### src/logic/fkey_regs.vh
// Notes on behaviour
// - three keys each hold a function code 0..72, and a press on a key acts by that key's code.
// - code 1 toggles the difference view on a short press and swaps remote/auto on a 2 s hold; code 0 does nothing.
// - code 2 toggles standby/run, 3 releases alarm latches, 10 starts/stops tuning, 30..32 drive the totalizer, 60..62 jump to parameters.
// - codes 20..27 start or stop the timer of alarm channels 1..8, one channel per code.
// - codes 41..47 copy stored set values 1..7 into the local set value.
// - codes 50..57 select palette 0..7.
// - code 70 toggles ramp/soak run/off, 71 toggles run/hold, 72 advances the pattern number by one, wrapping to pmin once it reaches pmax.
// - with code 1, each short press on the operating screen alternates difference view and normal view.
// - the view toggle works in both auto and remote operation.
// - with code 1, a 2 s hold on the operating screen swaps remote and auto.
// - the difference shows local minus remote; editing it sets local to remote plus the difference.
// - going from remote to auto, the local set value takes the remote value so the target does not jump.
// - in remote operation the control target is the remote set value.
// - standby/run switches only after a 1 s hold.
`ifndef FKEY_REGS_VH
`define FKEY_REGS_VH

// ----------------------------------------------------------------
// register map
// ----------------------------------------------------------------
`define FK_OFS_KEY1      12'h000
`define FK_OFS_KEY2      12'h004
`define FK_OFS_KEY3      12'h008
`define FK_OFS_CTRL      12'h00C
`define FK_OFS_STATUS    12'h010
`define FK_OFS_LSV       12'h014
`define FK_OFS_RSV       12'h018
`define FK_OFS_DIFF      12'h01C
`define FK_OFS_TARGET    12'h020
`define FK_OFS_SVTAB     12'h040
`define FK_OFS_JUMP      12'h060

// ctrl field positions
`define FK_CTRL_OPSCR    0
`define FK_CTRL_RSON     1
`define FK_CTRL_TPL_LO   8
`define FK_CTRL_TPL_HI   15
`define FK_CTRL_PMIN_LO  16
`define FK_CTRL_PMIN_HI  19
`define FK_CTRL_PMAX_LO  20
`define FK_CTRL_PMAX_HI  23

// status field positions
`define FK_ST_DIFFVIEW   0
`define FK_ST_REMOTE     1
`define FK_ST_STANDBY    2
`define FK_ST_TUNING     3
`define FK_ST_TOTRUN     4
`define FK_ST_TOTLATCH   5
`define FK_ST_RSRUN      6
`define FK_ST_RSHOLD     7
`define FK_ST_PAL_LO     8
`define FK_ST_PAL_HI     10
`define FK_ST_PAT_LO     12
`define FK_ST_PAT_HI     15
`define FK_ST_TMR_LO     16
`define FK_ST_TMR_HI     23

// reset values
`define FK_CODE_RST      7'h00
`define FK_CTRL_RST      32'h00F00001

// codes
`define FK_C_NONE        7'h00
`define FK_C_DIFF        7'h01
`define FK_C_STBY        7'h02
`define FK_C_ALATCH      7'h03
`define FK_C_TUNE        7'h0A
`define FK_C_TMR0        7'h14
`define FK_C_TMR7        7'h1B
`define FK_C_TOTHOLD     7'h1E
`define FK_C_TOTLATCH    7'h1F
`define FK_C_TOTRST      7'h20
`define FK_C_SV1         7'h29
`define FK_C_SV7         7'h2F
`define FK_C_PAL0        7'h32
`define FK_C_PAL7        7'h39
`define FK_C_JMP1        7'h3C
`define FK_C_JMP3        7'h3E
`define FK_C_RSOFF       7'h46
`define FK_C_RSHOLD      7'h47
`define FK_C_RSPAT       7'h48

// timing
`define FK_CLK_HZ        40000000
`define FK_HOLD_LONG_MS  2000
`define FK_HOLD_SHORT_MS 1000
`define FK_LONG_CYC      ((`FK_CLK_HZ / 1000) * `FK_HOLD_LONG_MS)
`define FK_SHORT_CYC     ((`FK_CLK_HZ / 1000) * `FK_HOLD_SHORT_MS)

`endif

### src/logic/key_timer.v
`timescale 1ns/10ps
`include "fkey_regs.vh"
`default_nettype none

module key_timer #(
  parameter integer LONG_CYC  = `FK_LONG_CYC,
  parameter integer SHORT_CYC = `FK_SHORT_CYC
) (
  // clock and reset
  input  wire mclk,
  input  wire rst,
  // key level
  input  wire key_in,
  // events
  output reg  short_press,
  output reg  hold_1s,
  output reg  hold_2s
);

  reg [26:0] cnt_r;
  reg        key_d_r;

  // ----------------------------------------------------------------
  // hold timing
  // ----------------------------------------------------------------
  always @(posedge mclk) begin
    if (rst) begin
      cnt_r       <= 27'h0000000;
      key_d_r     <= 1'b0;
      short_press <= 1'b0;
      hold_1s     <= 1'b0;
      hold_2s     <= 1'b0;
    end else begin
      key_d_r     <= key_in;
      short_press <= 1'b0;
      hold_1s     <= 1'b0;
      hold_2s     <= 1'b0;
      if (key_in) begin
        if (cnt_r != 27'h7FFFFFF)
          cnt_r <= cnt_r + 27'h0000001;
        if (cnt_r == SHORT_CYC[26:0] - 27'h0000001)
          hold_1s <= 1'b1;
        if (cnt_r == LONG_CYC[26:0] - 27'h0000001)
          hold_2s <= 1'b1;
      end else begin
        cnt_r <= 27'h0000000;
        if (key_d_r && cnt_r < SHORT_CYC[26:0])
          short_press <= 1'b1;
      end
    end
  end

endmodule

`default_nettype wire

### src/logic/function_key_dispatcher.v
// Our own choices: the address map and the AHB-Lite interface to the registers.
`timescale 1ns/10ps
`include "fkey_regs.vh"
`default_nettype none

module function_key_dispatcher #(
  parameter integer LONG_CYC  = `FK_LONG_CYC,
  parameter integer SHORT_CYC = `FK_SHORT_CYC,
  parameter integer SVW       = 16
) (
  // clock and reset
  input  wire        mclk,
  input  wire        rst,
  // ahb-lite slave
  input  wire        hsel,
  input  wire [11:0] haddr,
  input  wire [1:0]  htrans,
  input  wire        hwrite,
  input  wire [2:0]  hsize,
  input  wire [31:0] hwdata,
  input  wire        hready,
  output reg  [31:0] hrdata,
  output wire        hreadyout,
  output wire        hresp,
  // front-panel keys
  input  wire        user_key_one,
  input  wire        user_key_two,
  input  wire        user_key_three,
  // remote set value from outside
  input  wire [15:0] remote_set_value,
  // action pulses
  output reg         alarm_latch_release,
  output reg  [2:0]  param_jump,
  output reg         totalizer_reset,
  // control target
  output reg  [15:0] control_target
);

  // ----------------------------------------------------------------
  // configuration and state
  // ----------------------------------------------------------------
  reg  [6:0]     code_r [0:2];
  reg  [31:0]    ctrl_r;
  reg  [SVW-1:0] lsv_r;
  reg  [SVW-1:0] svtab_r [0:6];
  reg            diffview_r;
  reg            remote_r;
  reg            standby_r;
  reg            tuning_r;
  reg            totrun_r;
  reg            totlatch_r;
  reg            rsrun_r;
  reg            rshold_r;
  reg  [2:0]     palette_r;
  reg  [3:0]     pattern_r;
  reg  [7:0]     timer_r;
  reg  [2:0]     jump_last_r;

  // bus address phase capture
  reg            wr_r;
  reg  [11:0]    addr_r;

  wire [2:0]     key_lvl;
  wire [2:0]     ev_short;
  wire [2:0]     ev_1s;
  wire [2:0]     ev_2s;

  assign key_lvl = {user_key_three, user_key_two, user_key_one};
  assign hreadyout = 1'b1;
  assign hresp = 1'b0;

  // ----------------------------------------------------------------
  // per-key hold timers
  // ----------------------------------------------------------------
  // each key timed on its own; same-cycle events from two keys go to the lower-numbered key alone
  genvar gk;
  generate
    for (gk = 0; gk < 3; gk = gk + 1) begin : g_key
      key_timer #(
        .LONG_CYC  (LONG_CYC),
        .SHORT_CYC (SHORT_CYC)
      ) u_tmr (
        .mclk        (mclk),
        .rst         (rst),
        .key_in      (key_lvl[gk]),
        .short_press (ev_short[gk]),
        .hold_1s     (ev_1s[gk]),
        .hold_2s     (ev_2s[gk])
      );
    end
  endgenerate

  wire       op_screen = ctrl_r[`FK_CTRL_OPSCR];
  wire [3:0] pmin      = ctrl_r[`FK_CTRL_PMIN_HI:`FK_CTRL_PMIN_LO];
  wire [3:0] pmax      = ctrl_r[`FK_CTRL_PMAX_HI:`FK_CTRL_PMAX_LO];

  // ----------------------------------------------------------------
  // action decode, key 1 has priority in one cycle
  // ----------------------------------------------------------------
  reg       a_view;
  reg       a_rmt;
  reg       a_stby;
  reg       a_alm;
  reg       a_tune;
  reg       a_tot0;
  reg       a_tot1;
  reg       a_totr;
  reg       a_sv;
  reg       a_pal;
  reg       a_jmp;
  reg       a_rs0;
  reg       a_rs1;
  reg       a_pat;
  reg       a_tmr;
  reg [6:0] a_code;
  integer   k;

  always @* begin
    a_view = 1'b0;
    a_rmt  = 1'b0;
    a_stby = 1'b0;
    a_alm  = 1'b0;
    a_tune = 1'b0;
    a_tot0 = 1'b0;
    a_tot1 = 1'b0;
    a_totr = 1'b0;
    a_sv   = 1'b0;
    a_pal  = 1'b0;
    a_jmp  = 1'b0;
    a_rs0  = 1'b0;
    a_rs1  = 1'b0;
    a_pat  = 1'b0;
    a_tmr  = 1'b0;
    a_code = `FK_C_NONE;
    // key 1 visited last, so it wins a same-cycle tie
    for (k = 2; k >= 0; k = k - 1) begin
      if (ev_short[k] || ev_1s[k] || ev_2s[k]) begin
        a_view = 1'b0;
        a_rmt  = 1'b0;
        a_stby = 1'b0;
        a_alm  = 1'b0;
        a_tune = 1'b0;
        a_tot0 = 1'b0;
        a_tot1 = 1'b0;
        a_totr = 1'b0;
        a_sv   = 1'b0;
        a_pal  = 1'b0;
        a_jmp  = 1'b0;
        a_rs0  = 1'b0;
        a_rs1  = 1'b0;
        a_pat  = 1'b0;
        a_tmr  = 1'b0;
        a_code = code_r[k];
        case (code_r[k])
          `FK_C_DIFF: begin
            a_view = ev_short[k] && op_screen;
            a_rmt  = ev_2s[k] && op_screen;
          end
          `FK_C_STBY:     a_stby = ev_1s[k];
          `FK_C_ALATCH:   a_alm  = ev_short[k];
          `FK_C_TUNE:     a_tune = ev_short[k];
          `FK_C_TOTHOLD:  a_tot0 = ev_short[k];
          `FK_C_TOTLATCH: a_tot1 = ev_short[k];
          `FK_C_TOTRST:   a_totr = ev_1s[k];
          `FK_C_RSOFF:    a_rs0  = ev_short[k];
          `FK_C_RSHOLD:   a_rs1  = ev_short[k];
          `FK_C_RSPAT:    a_pat  = ev_short[k];
          default: begin
            if (code_r[k] >= `FK_C_TMR0 && code_r[k] <= `FK_C_TMR7)
              a_tmr = ev_short[k];
            else if (code_r[k] >= `FK_C_SV1 && code_r[k] <= `FK_C_SV7)
              a_sv = ev_1s[k] && op_screen;
            else if (code_r[k] >= `FK_C_PAL0 && code_r[k] <= `FK_C_PAL7)
              a_pal = ev_1s[k] && op_screen;
            else if (code_r[k] >= `FK_C_JMP1 && code_r[k] <= `FK_C_JMP3)
              a_jmp = ev_short[k];
            // other codes do nothing
          end
        endcase
      end
    end
  end

  // ----------------------------------------------------------------
  // action operands
  // ----------------------------------------------------------------
  wire [6:0] tmr_idx = a_code - `FK_C_TMR0;
  wire [6:0] sv_idx  = a_code - `FK_C_SV1;
  wire [6:0] pal_idx = a_code - `FK_C_PAL0;
  wire [6:0] jmp_idx = a_code - `FK_C_JMP1;
  wire [3:0] pat_inc = (pattern_r >= pmax) ? pmin : pattern_r + 4'h1;

  // ----------------------------------------------------------------
  // bus slave
  // ----------------------------------------------------------------
  wire take = hsel && hready && htrans[1];
  wire [SVW-1:0] diff_val = lsv_r - remote_set_value[SVW-1:0];
  reg  [31:0]    status_w;

  always @* begin
    status_w                              = 32'h00000000;
    status_w[`FK_ST_DIFFVIEW]             = diffview_r;
    status_w[`FK_ST_REMOTE]               = remote_r;
    status_w[`FK_ST_STANDBY]              = standby_r;
    status_w[`FK_ST_TUNING]               = tuning_r;
    status_w[`FK_ST_TOTRUN]               = totrun_r;
    status_w[`FK_ST_TOTLATCH]             = totlatch_r;
    status_w[`FK_ST_RSRUN]                = rsrun_r;
    status_w[`FK_ST_RSHOLD]               = rshold_r;
    status_w[`FK_ST_PAL_HI:`FK_ST_PAL_LO] = palette_r;
    status_w[`FK_ST_PAT_HI:`FK_ST_PAT_LO] = pattern_r;
    status_w[`FK_ST_TMR_HI:`FK_ST_TMR_LO] = timer_r;
  end

  // ----------------------------------------------------------------
  // address phase capture
  // ----------------------------------------------------------------
  always @(posedge mclk) begin
    if (rst) begin
      wr_r   <= 1'b0;
      addr_r <= 12'h000;
    end else begin
      wr_r   <= take && hwrite;
      addr_r <= haddr;
    end
  end

  // read data taken in the address phase, stands in the data phase
  always @(posedge mclk) begin
    if (rst) begin
      hrdata <= 32'h00000000;
    end else if (take && !hwrite) begin
      case ({haddr[11:2], 2'b00})
        `FK_OFS_KEY1:   hrdata <= {25'h0000000, code_r[0]};
        `FK_OFS_KEY2:   hrdata <= {25'h0000000, code_r[1]};
        `FK_OFS_KEY3:   hrdata <= {25'h0000000, code_r[2]};
        `FK_OFS_CTRL:   hrdata <= ctrl_r;
        `FK_OFS_STATUS: hrdata <= status_w;
        `FK_OFS_LSV:    hrdata <= {{(32-SVW){1'b0}}, lsv_r};
        `FK_OFS_RSV:    hrdata <= {16'h0000, remote_set_value};
        `FK_OFS_DIFF:   hrdata <= {{(32-SVW){diff_val[SVW-1]}}, diff_val};
        `FK_OFS_TARGET: hrdata <= {16'h0000, control_target};
        `FK_OFS_JUMP:   hrdata <= {29'h00000000, jump_last_r};
        default: begin
          if (haddr[11:5] == 7'h02 && haddr[4:2] != 3'h7)
            hrdata <= {{(32-SVW){1'b0}}, svtab_r[haddr[4:2]]};
          else
            hrdata <= 32'h00000000;
        end
      endcase
    end
  end

  // ----------------------------------------------------------------
  // control state
  // ----------------------------------------------------------------
  integer i;
  always @(posedge mclk) begin
    if (rst) begin
      for (i = 0; i < 3; i = i + 1)
        code_r[i] <= `FK_CODE_RST;
      for (i = 0; i < 7; i = i + 1)
        svtab_r[i] <= {SVW{1'b0}};
      ctrl_r              <= `FK_CTRL_RST;
      lsv_r               <= {SVW{1'b0}};
      diffview_r          <= 1'b0;
      remote_r            <= 1'b0;
      standby_r           <= 1'b0;
      tuning_r            <= 1'b0;
      totrun_r            <= 1'b0;
      totlatch_r          <= 1'b0;
      rsrun_r             <= 1'b0;
      rshold_r            <= 1'b0;
      palette_r           <= 3'h0;
      pattern_r           <= 4'h0;
      timer_r             <= 8'h00;
      jump_last_r         <= 3'h0;
      alarm_latch_release <= 1'b0;
      param_jump          <= 3'h0;
      totalizer_reset     <= 1'b0;
      control_target      <= 16'h0000;
    end else begin
      alarm_latch_release <= a_alm;
      totalizer_reset     <= a_totr;
      param_jump          <= 3'h0;
      if (a_jmp) begin
        param_jump[jmp_idx[1:0]] <= 1'b1;
        jump_last_r <= jmp_idx[2:0] + 3'h1;
      end
      control_target <= remote_r ? remote_set_value : lsv_r;
      if (a_view)
        diffview_r <= !diffview_r;
      if (a_rmt) begin
        remote_r <= !remote_r;
        if (remote_r && ctrl_r[`FK_CTRL_RSON])
          lsv_r <= remote_set_value[SVW-1:0];
      end
      if (a_stby)
        standby_r <= !standby_r;
      if (a_tune)
        tuning_r <= !tuning_r;
      if (a_tot0) begin
        totrun_r <= !totrun_r;
        totlatch_r <= 1'b0;
      end
      if (a_tot1) begin
        totrun_r <= totlatch_r;
        totlatch_r <= !totlatch_r;
      end
      if (a_tmr)
        timer_r[tmr_idx[2:0]] <= !timer_r[tmr_idx[2:0]];
      if (a_sv)
        lsv_r <= svtab_r[sv_idx[2:0]];
      if (a_pal)
        palette_r <= pal_idx[2:0];
      if (a_rs0) begin
        rsrun_r <= !rsrun_r;
        rshold_r <= 1'b0;
      end
      if (a_rs1) begin
        rsrun_r <= rshold_r;
        rshold_r <= !rshold_r;
      end
      if (a_pat)
        pattern_r <= pat_inc;
      // a bus write lands after the key actions and wins
      if (wr_r) begin
        case ({addr_r[11:2], 2'b00})
          `FK_OFS_KEY1: code_r[0] <= hwdata[6:0];
          `FK_OFS_KEY2: code_r[1] <= hwdata[6:0];
          `FK_OFS_KEY3: code_r[2] <= hwdata[6:0];
          `FK_OFS_CTRL: ctrl_r <= hwdata;
          `FK_OFS_LSV:  lsv_r <= hwdata[SVW-1:0];
          `FK_OFS_DIFF:
            lsv_r <= remote_set_value[SVW-1:0] + hwdata[SVW-1:0];
          default: begin
            if (addr_r[11:5] == 7'h02 && addr_r[4:2] != 3'h7)
              svtab_r[addr_r[4:2]] <= hwdata[SVW-1:0];
          end
        endcase
      end
    end
  end

endmodule

`default_nettype wire

### config.mk
export PLATFORM = sky130hd
export DESIGN_NAME = function_key_dispatcher
export DESIGN_NICKNAME = d
export VERILOG_FILES = /design/src/logic/key_timer.v /design/src/logic/function_key_dispatcher.v
export VERILOG_INCLUDE_DIRS = /design/src /design/src/logic
export SDC_FILE = /design/constraint.sdc
export NUM_CORES = 1
export LEC_CHECK = 0
export BUFFER_PORTS_ARGS = -buffer_cell sky130_fd_sc_hd__buf_2
export CORE_MARGIN = 2
export CORE_UTILIZATION = 55
export DETAILED_ROUTE_END_ITERATION = 8
export GPL_TIMING_DRIVEN = 1
export PLACE_DENSITY = 0.77
export SLEW_MARGIN = 30
export SYNTH_ARGS = -nofsm -noshare
export SYNTH_HDL_FRONTEND = slang
export SYNTH_SLANG_ARGS = --single-unit
### constraint.sdc
create_clock -name mclk -period 3.9 [get_ports mclk]
set_input_delay 0.39 -clock mclk [delete_from_list [all_inputs] [get_ports mclk]]
set_output_delay 0.39 -clock mclk [all_outputs]
set_load 0.005 [all_outputs]
### Word level (Yosys, flattened, before mapping)

Memories as Yosys holds them, arrays and structs flattened.
Cells that the tools add are included.

| storage, ports and cells | value |
|---|---|
| flip-flop bits (word level) | 233 |
| RAM bits | 133 |
| bits of input ports | 73 |
| output and inout port bits | 55 |
| word-level logic and storage cells | 392 |
| memories kept | 2 |

| cells by class | value |
|---|---|
| $add $sub $neg | 11 |
| $lt $le $gt $ge | 32 |
| equality and inequality tests | 57 |
| mux-type cells | 181 |
| bitwise logic cells | 7 |
| reduce and logical (&&, ||, !) cells | 66 |

Memory list:

| memory | depth | width | read ports | clocked after memory_dff | write ports | RTL line | RTL |
|---|---|---|---|---|---|---|---|
| svtab_r | 7 | 16 | 2 | 0 | 7 | function_key_dispatcher.v:45 | `reg [SVW-1:0] svtab_r [0:6];` |
| code_r | 3 | 7 | 3 | 0 | 3 | function_key_dispatcher.v:42 | `reg [6:0] code_r [0:2];` |

Operators with widths:

| cell | number |
|---|---|
| $pmux 32 s10 | 1 |
| $mux 1 | 160 |
| $mux 16 | 7 |
| $add 27x1->27 const B | 3 |
| $eq 27x26->1 const B | 3 |
| $eq 27x27->1 const B | 3 |
| $lt 27x26->1 const B | 3 |
| $ne 27x27->1 const B | 3 |
| $eq 7x7->1 const B | 9 |
| $ge 7x6->1 const B | 9 |
| $le 7x6->1 const B | 9 |
| $eq 10x3->1 const B | 6 |
| $eq 7x2->1 const B | 8 |
| $eq 7x5->1 const B | 6 |
| $eq 10x2->1 const B | 4 |
| $logic_and 1x1->1 | 33 |
| $pmux 16 s2 | 1 |
| $reduce_or 10->1 | 3 |
| $eq 7x1->1 const B | 3 |
| $eq 7x4->1 const B | 3 |
| $eq 7x6->1 const B | 3 |
| $ge 7x5->1 const B | 3 |
| $le 7x5->1 const B | 3 |
| $mux 7 | 3 |
| 32 further kinds | 65 |

### Depth between registers and ports, before layout

An unclocked memory read counts as a cell.

| depth | value |
|---|---|
| word-level depth | 13 |
| gate-level depth with buffers | 18 |
| mapped depth without buffers | 13 |

### Modules after synthesis

From an unflattened synthesis, not the netlist that was laid out.

| unflattened totals | value |
|---|---|
| cell total of the unflattened synthesis | 2211 |
| area total of the unflattened synthesis | 21102.7 µm² |

By module, submodules not included:

| module | times used | cells an instance | area an instance (µm²) | sequential area each (µm²) |
|---|---|---|---|---|
| function_key_dispatcher | 1 | 1637 | 16258.1 | 7076.8 |
| key_timer at g_key[0].u_tmr ... | 2 | 192 | 1602.8 | 620.6 |
| key_timer at g_key[2].u_tmr | 1 | 190 | 1639.1 | 620.6 |

### Worst setup path before layout

No wires, ideal clock.

| path | value |
|---|---|
| path type | register to register |
| from | register g_key[0].u_tmr.short_press |
| to | register lsv_r[14] |
| setup time | 114 ps |
| arrival | 3884 ps |
| data required time | 3786 ps |
| path slack | -98 ps |
| stages on the path, launching flop included | 18 |
| path buffers | 5 |
| period minus slack after synthesis | 3998 ps |
| cell sequence | dfxtp_1 or3_1 clkbuf_2 a311oi_2 nor2_4 inv_4 buf_6 buf_6 clkbuf_1 ha_1 or4b_1 a311o_1 o211a_1 buf_6 mux4_2 mux2i_1 o221ai_1 a21o_1 |

| between the ends | value |
|---|---|
| word-level cells in the longest chain between the ends | 8 |
| elaborated cells between the ends (all ways) | 11 |
| classes of those cells | add/sub (1); mux (7); reduce/logical (2); memory (1) |

Ends and longest elaborated chain:

| what | RTL line | RTL |
|---|---|---|
| start: declaration | key_timer.v:15 | `output reg short_press,` |
| start signal: assignment | key_timer.v:30 | `short_press <= 1'b0;` |
| start signal: assignment | key_timer.v:35 | `short_press <= 1'b0;` |
| start signal: assignment | key_timer.v:48 | `short_press <= 1'b1;` |
| $logic_or 1x1->1 (*) (2 in a row) | function_key_dispatcher.v:137 | `if (ev_short[k] \|\| ev_1s[k] \|\| ev_2s[k]) begin` |
| $mux 3 (*) | function_key_dispatcher.v:137 |  |
| $sub 3x1->3 (no source line) (*) | -- |  |
| via sv_idx[0] | function_key_dispatcher.v:188 | `` wire [6:0] sv_idx = a_code - `FK_C_SV1; `` |
| $mem_v2 7x16 (*) | -- |  |
| $mux 16 (*) | function_key_dispatcher.v:312 | `if (a_sv)` |
| $pmux 16 s2 | function_key_dispatcher.v:328 | `case ({addr_r[11:2], 2'b00})` |
| $mux 16 (*) | function_key_dispatcher.v:327 | `if (wr_r) begin` |
| end signal: assignment | function_key_dispatcher.v:313 | `lsv_r <= svtab_r[sv_idx[2:0]];` |
| end signal: assignment | function_key_dispatcher.v:333 | `` `FK_OFS_LSV: lsv_r <= hwdata[SVW-1:0]; `` |
| end signal: assignment | function_key_dispatcher.v:335 | `lsv_r <= remote_set_value[SVW-1:0] + hwdata[SVW-1:0];` |
| end: declaration | function_key_dispatcher.v:44 | `reg [SVW-1:0] lsv_r;` |

The timed path passes the listed nets; every way through them passes the cells marked *.
A chain may end at the register's enable or synchronous reset.

### Worst setup path after layout

| path | value |
|---|---|
| from | register g_key[2].u_tmr.short_press |
| to | register lsv_r[14] |

| between the ends | value |
|---|---|
| word-level cells in the longest chain between the ends | 10 |
| elaborated cells between the ends (all ways) | 17 |
| classes of those cells | add/sub (1); mux (13); reduce/logical (2); memory (1) |

Ends and longest elaborated chain:

| what | RTL line |
|---|---|
| start: declaration | key_timer.v:15 |
| start signal: assignment | key_timer.v:30 |
| start signal: assignment | key_timer.v:35 |
| start signal: assignment | key_timer.v:48 |
| $logic_or 1x1->1 (*) (2 in a row) | function_key_dispatcher.v:137 |
| $mux 3 (3 in a row) | function_key_dispatcher.v:137 |
| $sub 3x1->3 (no source line) | -- |
| $mem_v2 7x16 | -- |
| $mux 16 (*) | function_key_dispatcher.v:312 |
| $pmux 16 s2 | function_key_dispatcher.v:328 |
| $mux 16 (*) | function_key_dispatcher.v:327 |

Mark *: on every way between the ends. The rest lies on a longest branch, timed or not.

==> impl_metrics.env <==
export IMPL_synth_xor_area_frac=0.04271
export IMPL_yosysWarnings=0
export IMPL_cts_resized=0
export IMPL_synth_top_area_frac=0.2411
export IMPL_p_sw_mw=2.228
export IMPL_h_tree_depth=2
export IMPL_ys_flop_type="dfxtp_1"
export IMPL_synthTopCellsByArea="dfxtp_1 24%, edfxtp_1 19%, mux2i_1 4.1%"
export IMPL_final_nets=2386
export IMPL_critPathCaptureType="flip-flop"
export IMPL_ys_seq_elements=380
export IMPL_critPathKind="flip-flop to flip-flop"
export IMPL_initial_core_util=0.5588
export IMPL_holdWs_ns=0.04308
export IMPL_clock_sinks=380
export IMPL_grt_overflow=0
export IMPL_r2r_start="g_key[2].u_tmr.short_press"
export IMPL_syn_inst=2155
export IMPL_holdCritPathClass="input port to flip-flop"
export IMPL_r2r_end="lsv_r[14]"
export IMPL_crit_required_ns=4.37
export IMPL_fill_cells=3052
export IMPL_grt_max_degree=66
export IMPL_peakVddDrop_mv=0.3117
export IMPL_finalHoldViolations=0
export IMPL_syn_to_final_growth_pct=12.25
export IMPL_dr_pass1_iters=9
export IMPL_period_share=0.9280
export IMPL_die_h_um=197.1
export IMPL_yosysTopAreaCell="dfxtp_1"
export IMPL_critPathMaxFanout=11
export IMPL_slew_violations=0
export IMPL_ios=128
export IMPL_worst_ep_arrival_time_ns=4.09
export IMPL_startpoint_type="flip-flop"
export IMPL_cts_tree="built"
export IMPL_dieArea_um2=38850
export IMPL_synthAdderAreaFrac=0.03002
export IMPL_hold_end="addr_r[8]"
export IMPL_p_seq_frac=0.471
export IMPL_antenna_cells=0
export IMPL_drv_cap=0
export IMPL_dr_total_vias=18070
export IMPL_drtIter0Drc=2291
export IMPL_internal_power_mw=6.716
export IMPL_regArea_um2=8939
export IMPL_ys_seq_area_frac=0.4358
export IMPL_drive_above_1_share=0.1501
export IMPL_grt_pass1_vias=17410
export IMPL_drc_errors=0
export IMPL_holdCritStartpoint="haddr[8]"
export IMPL_portBuffers=119
export IMPL_avgSynthCellArea_um2=9.517
export IMPL_tightest_slew_ns=1.020
export IMPL_wl_per_cell_um=23.57
export IMPL_leakagePower_nw=8.847
export IMPL_cts_setup_buffers=0
export IMPL_clockRootBuffer="clkbuf_16"
export IMPL_ctsLongestPathBuffers=3
export IMPL_max_freq_ghz=0.2763
export IMPL_grtUsageTotal=0.3354
export IMPL_pwr_share_comb=0.082
export IMPL_swShare=0.2491
export IMPL_synth_async_reset_ratio=0
export IMPL_yosysUniqueCellTypes=97
export IMPL_multi_input_area_um2=10820
export IMPL_synth_common_cells="247 x dfxtp_1, 209 x nand2_1, 202 x nor2_1, 133 x edfxtp_1, 113 x a21oi_1"
export IMPL_relSlewSlack=0.3178
export IMPL_synthMuxAreaShare=0.08816
export IMPL_synth_top_family_by_area="simple AND/OR/NAND/NOR gates"
export IMPL_pwr_share_clk=0.447
export IMPL_cts_made_buffers=41
export IMPL_synth_most_common_cell="dfxtp_1"
export IMPL_synth_area_um2=20510
export IMPL_r2r_slack_ns=0.28
export IMPL_clk_latency_ns=0.58
export IMPL_postCtsHoldBufs=0
export IMPL_synth_edf_count=133
export IMPL_powerDensity_nw_per_um2=388.5
export IMPL_clock_skew_ns=0.02872
export IMPL_drt_total_wl_mm=65.19
export IMPL_ant_nets=0
export IMPL_rows=70
export IMPL_rsz0062_at_grt="false"
export IMPL_grt_antenna_before_repair=1
export IMPL_grt_pass1_wl_mm=100.1
export IMPL_hold_depth=2
export IMPL_min_period_ns=3.619
export IMPL_die_w_um=197.1
export IMPL_finalSetupTns_ns=0
export IMPL_gp_congestion=0.9892
export IMPL_synthSimpleGateAreaFrac=0.2122
export IMPL_status="finished clean"
export IMPL_post_drt_via_cell_ratio=6.534
export IMPL_dpl_hpwl_mm=45.89
export IMPL_finalSetupViolCount=0
export IMPL_path_clk_slew_ns=0.06
export IMPL_r2r_cells=11
export IMPL_core_area_um2=36700
export IMPL_synth_compound_area_share=0.1506
==> per-layer routing <==
layer  wire length (um)  part of all wire  vias up  GRT usage
met4               3302             0.051        2     0.1665
met1              25890              0.40     8592     0.4519
met5                 13           0.00020        -          0
li1                   -                 -     8123          -
met3               7943              0.12      219    0.07666
met2              28040              0.43     1136     0.5099
==> cell type report <==
class	count	share of cell area
clock inverters	24	0.01196
multi-input cells	1603	0.4701
well taps	468	0.02544
inverters	59	0.009729
flip-flops and latches	380	0.3883
repair buffers	180	0.04642
clock buffers	52	0.04810
==> how the worst max path moves through the flow <==
stage / startpoint / end / slack [ns]
after global routing: g_key[1].u_tmr.short_press / lsv_r[14] / 0.10
after CTS: g_key[2].u_tmr.short_press / lsv_r[14] / 0.28
after global placement: g_key[2].u_tmr.short_press / lsv_r[14] / 0.32
after floorplan: g_key[0].u_tmr.short_press / lsv_r[14] / 0.04
final: g_key[2].u_tmr.short_press / lsv_r[14] / 0.28
after detailed placement: g_key[2].u_tmr.short_press / lsv_r[14] / 0.29
==> logic make-up after synthesis <==
family	after synthesis
buffers and inverters	188
flip-flops	380
adder cells (fa/ha/maj)	48
AO/OA/AOI/OAI	454
multiplexers	136
AND/OR/NAND/NOR	847
other	2
XOR/XNOR	100
==> flip-flops by register name, indices dropped and copies added (netlist names), 3 cells and up <==
| name | cells |
|---|---|
| timer_r | 8 |
| addr_r | 10 |
| g_key.u_tmr.hold_1s | 3 |
| control_target | 16 |
| jump_last_r | 3 |
| ctrl_r | 32 |
| lsv_r | 16 |
| svtab_r | 128 |
| code_r | 21 |
| pattern_r | 4 |
| g_key.u_tmr.hold_2s | 3 |
| palette_r | 3 |
| param_jump | 3 |
| hrdata | 32 |
| g_key.u_tmr.cnt_r | 81 |
| g_key.u_tmr.short_press | 3 |
| g_key.u_tmr.key_d_r | 3 |
==> through the flow <==
step           cells  setup slack, ns  total power, mW    util  cell area [um^2]
2_1_floorplan   2171          0.03545            4.708       -             20570
3_3_place_gp    2690           0.3184            4.979  0.5896             21640
3_5_place_dp    2690           0.2902            4.993  0.5896             21640
4_1_cts         2766           0.2762            8.942  0.6273             23020
5_1_grt         2766           0.1043            9.171  0.6273             23020
6_report        2766           0.2807            8.944  0.6273             23020
==> layout by cell type, fill, tap and decap left out, types with 57 or more instances in the layout <==
| master | n |
|---|---|
| o21ai_0 | 81 |
| a21oi_1 | 113 |
| nand3_1 | 61 |
| and2_1 | 102 |
| dfxtp_1 | 247 |
| edfxtp_1 | 133 |
| nand2_1 | 209 |
| inv_1 | 57 |
| nor2_1 | 200 |
| buf_2 | 118 |
| mux2i_1 | 85 |
| buf_4 | 61 |
==> worst max-delay path, stage by stage, from the launching register on <==
cell and delay (ns):
dfxtp_1 0.32, or3_1 0.48, nand3_1 0.13, a31o_2 0.37, ha_2 0.28, or4b_1 0.43, a311o_1 0.32, o211ai_2 0.31
mux4_2 0.43, mux2i_1 0.15, o221ai_1 0.13, a21o_1 0.16
==> power groups by stage <==
| stage | Sequential [mW] | Clock [mW] | Combinational (mW) |
|---|---|---|---|
| detailed placement | 4.29 | 0 | 0.702 |
| CTS | 4.21 | 4.03 | 0.707 |
| finish | 4.21 | 4.00 | 0.734 |
| global route | 4.21 | 4.19 | 0.771 |
| floorplan | 4.26 | 0 | 0.445 |
| global placement | 4.29 | 0 | 0.693 |
No activity file was read; power rests on OpenSTA's default activity.
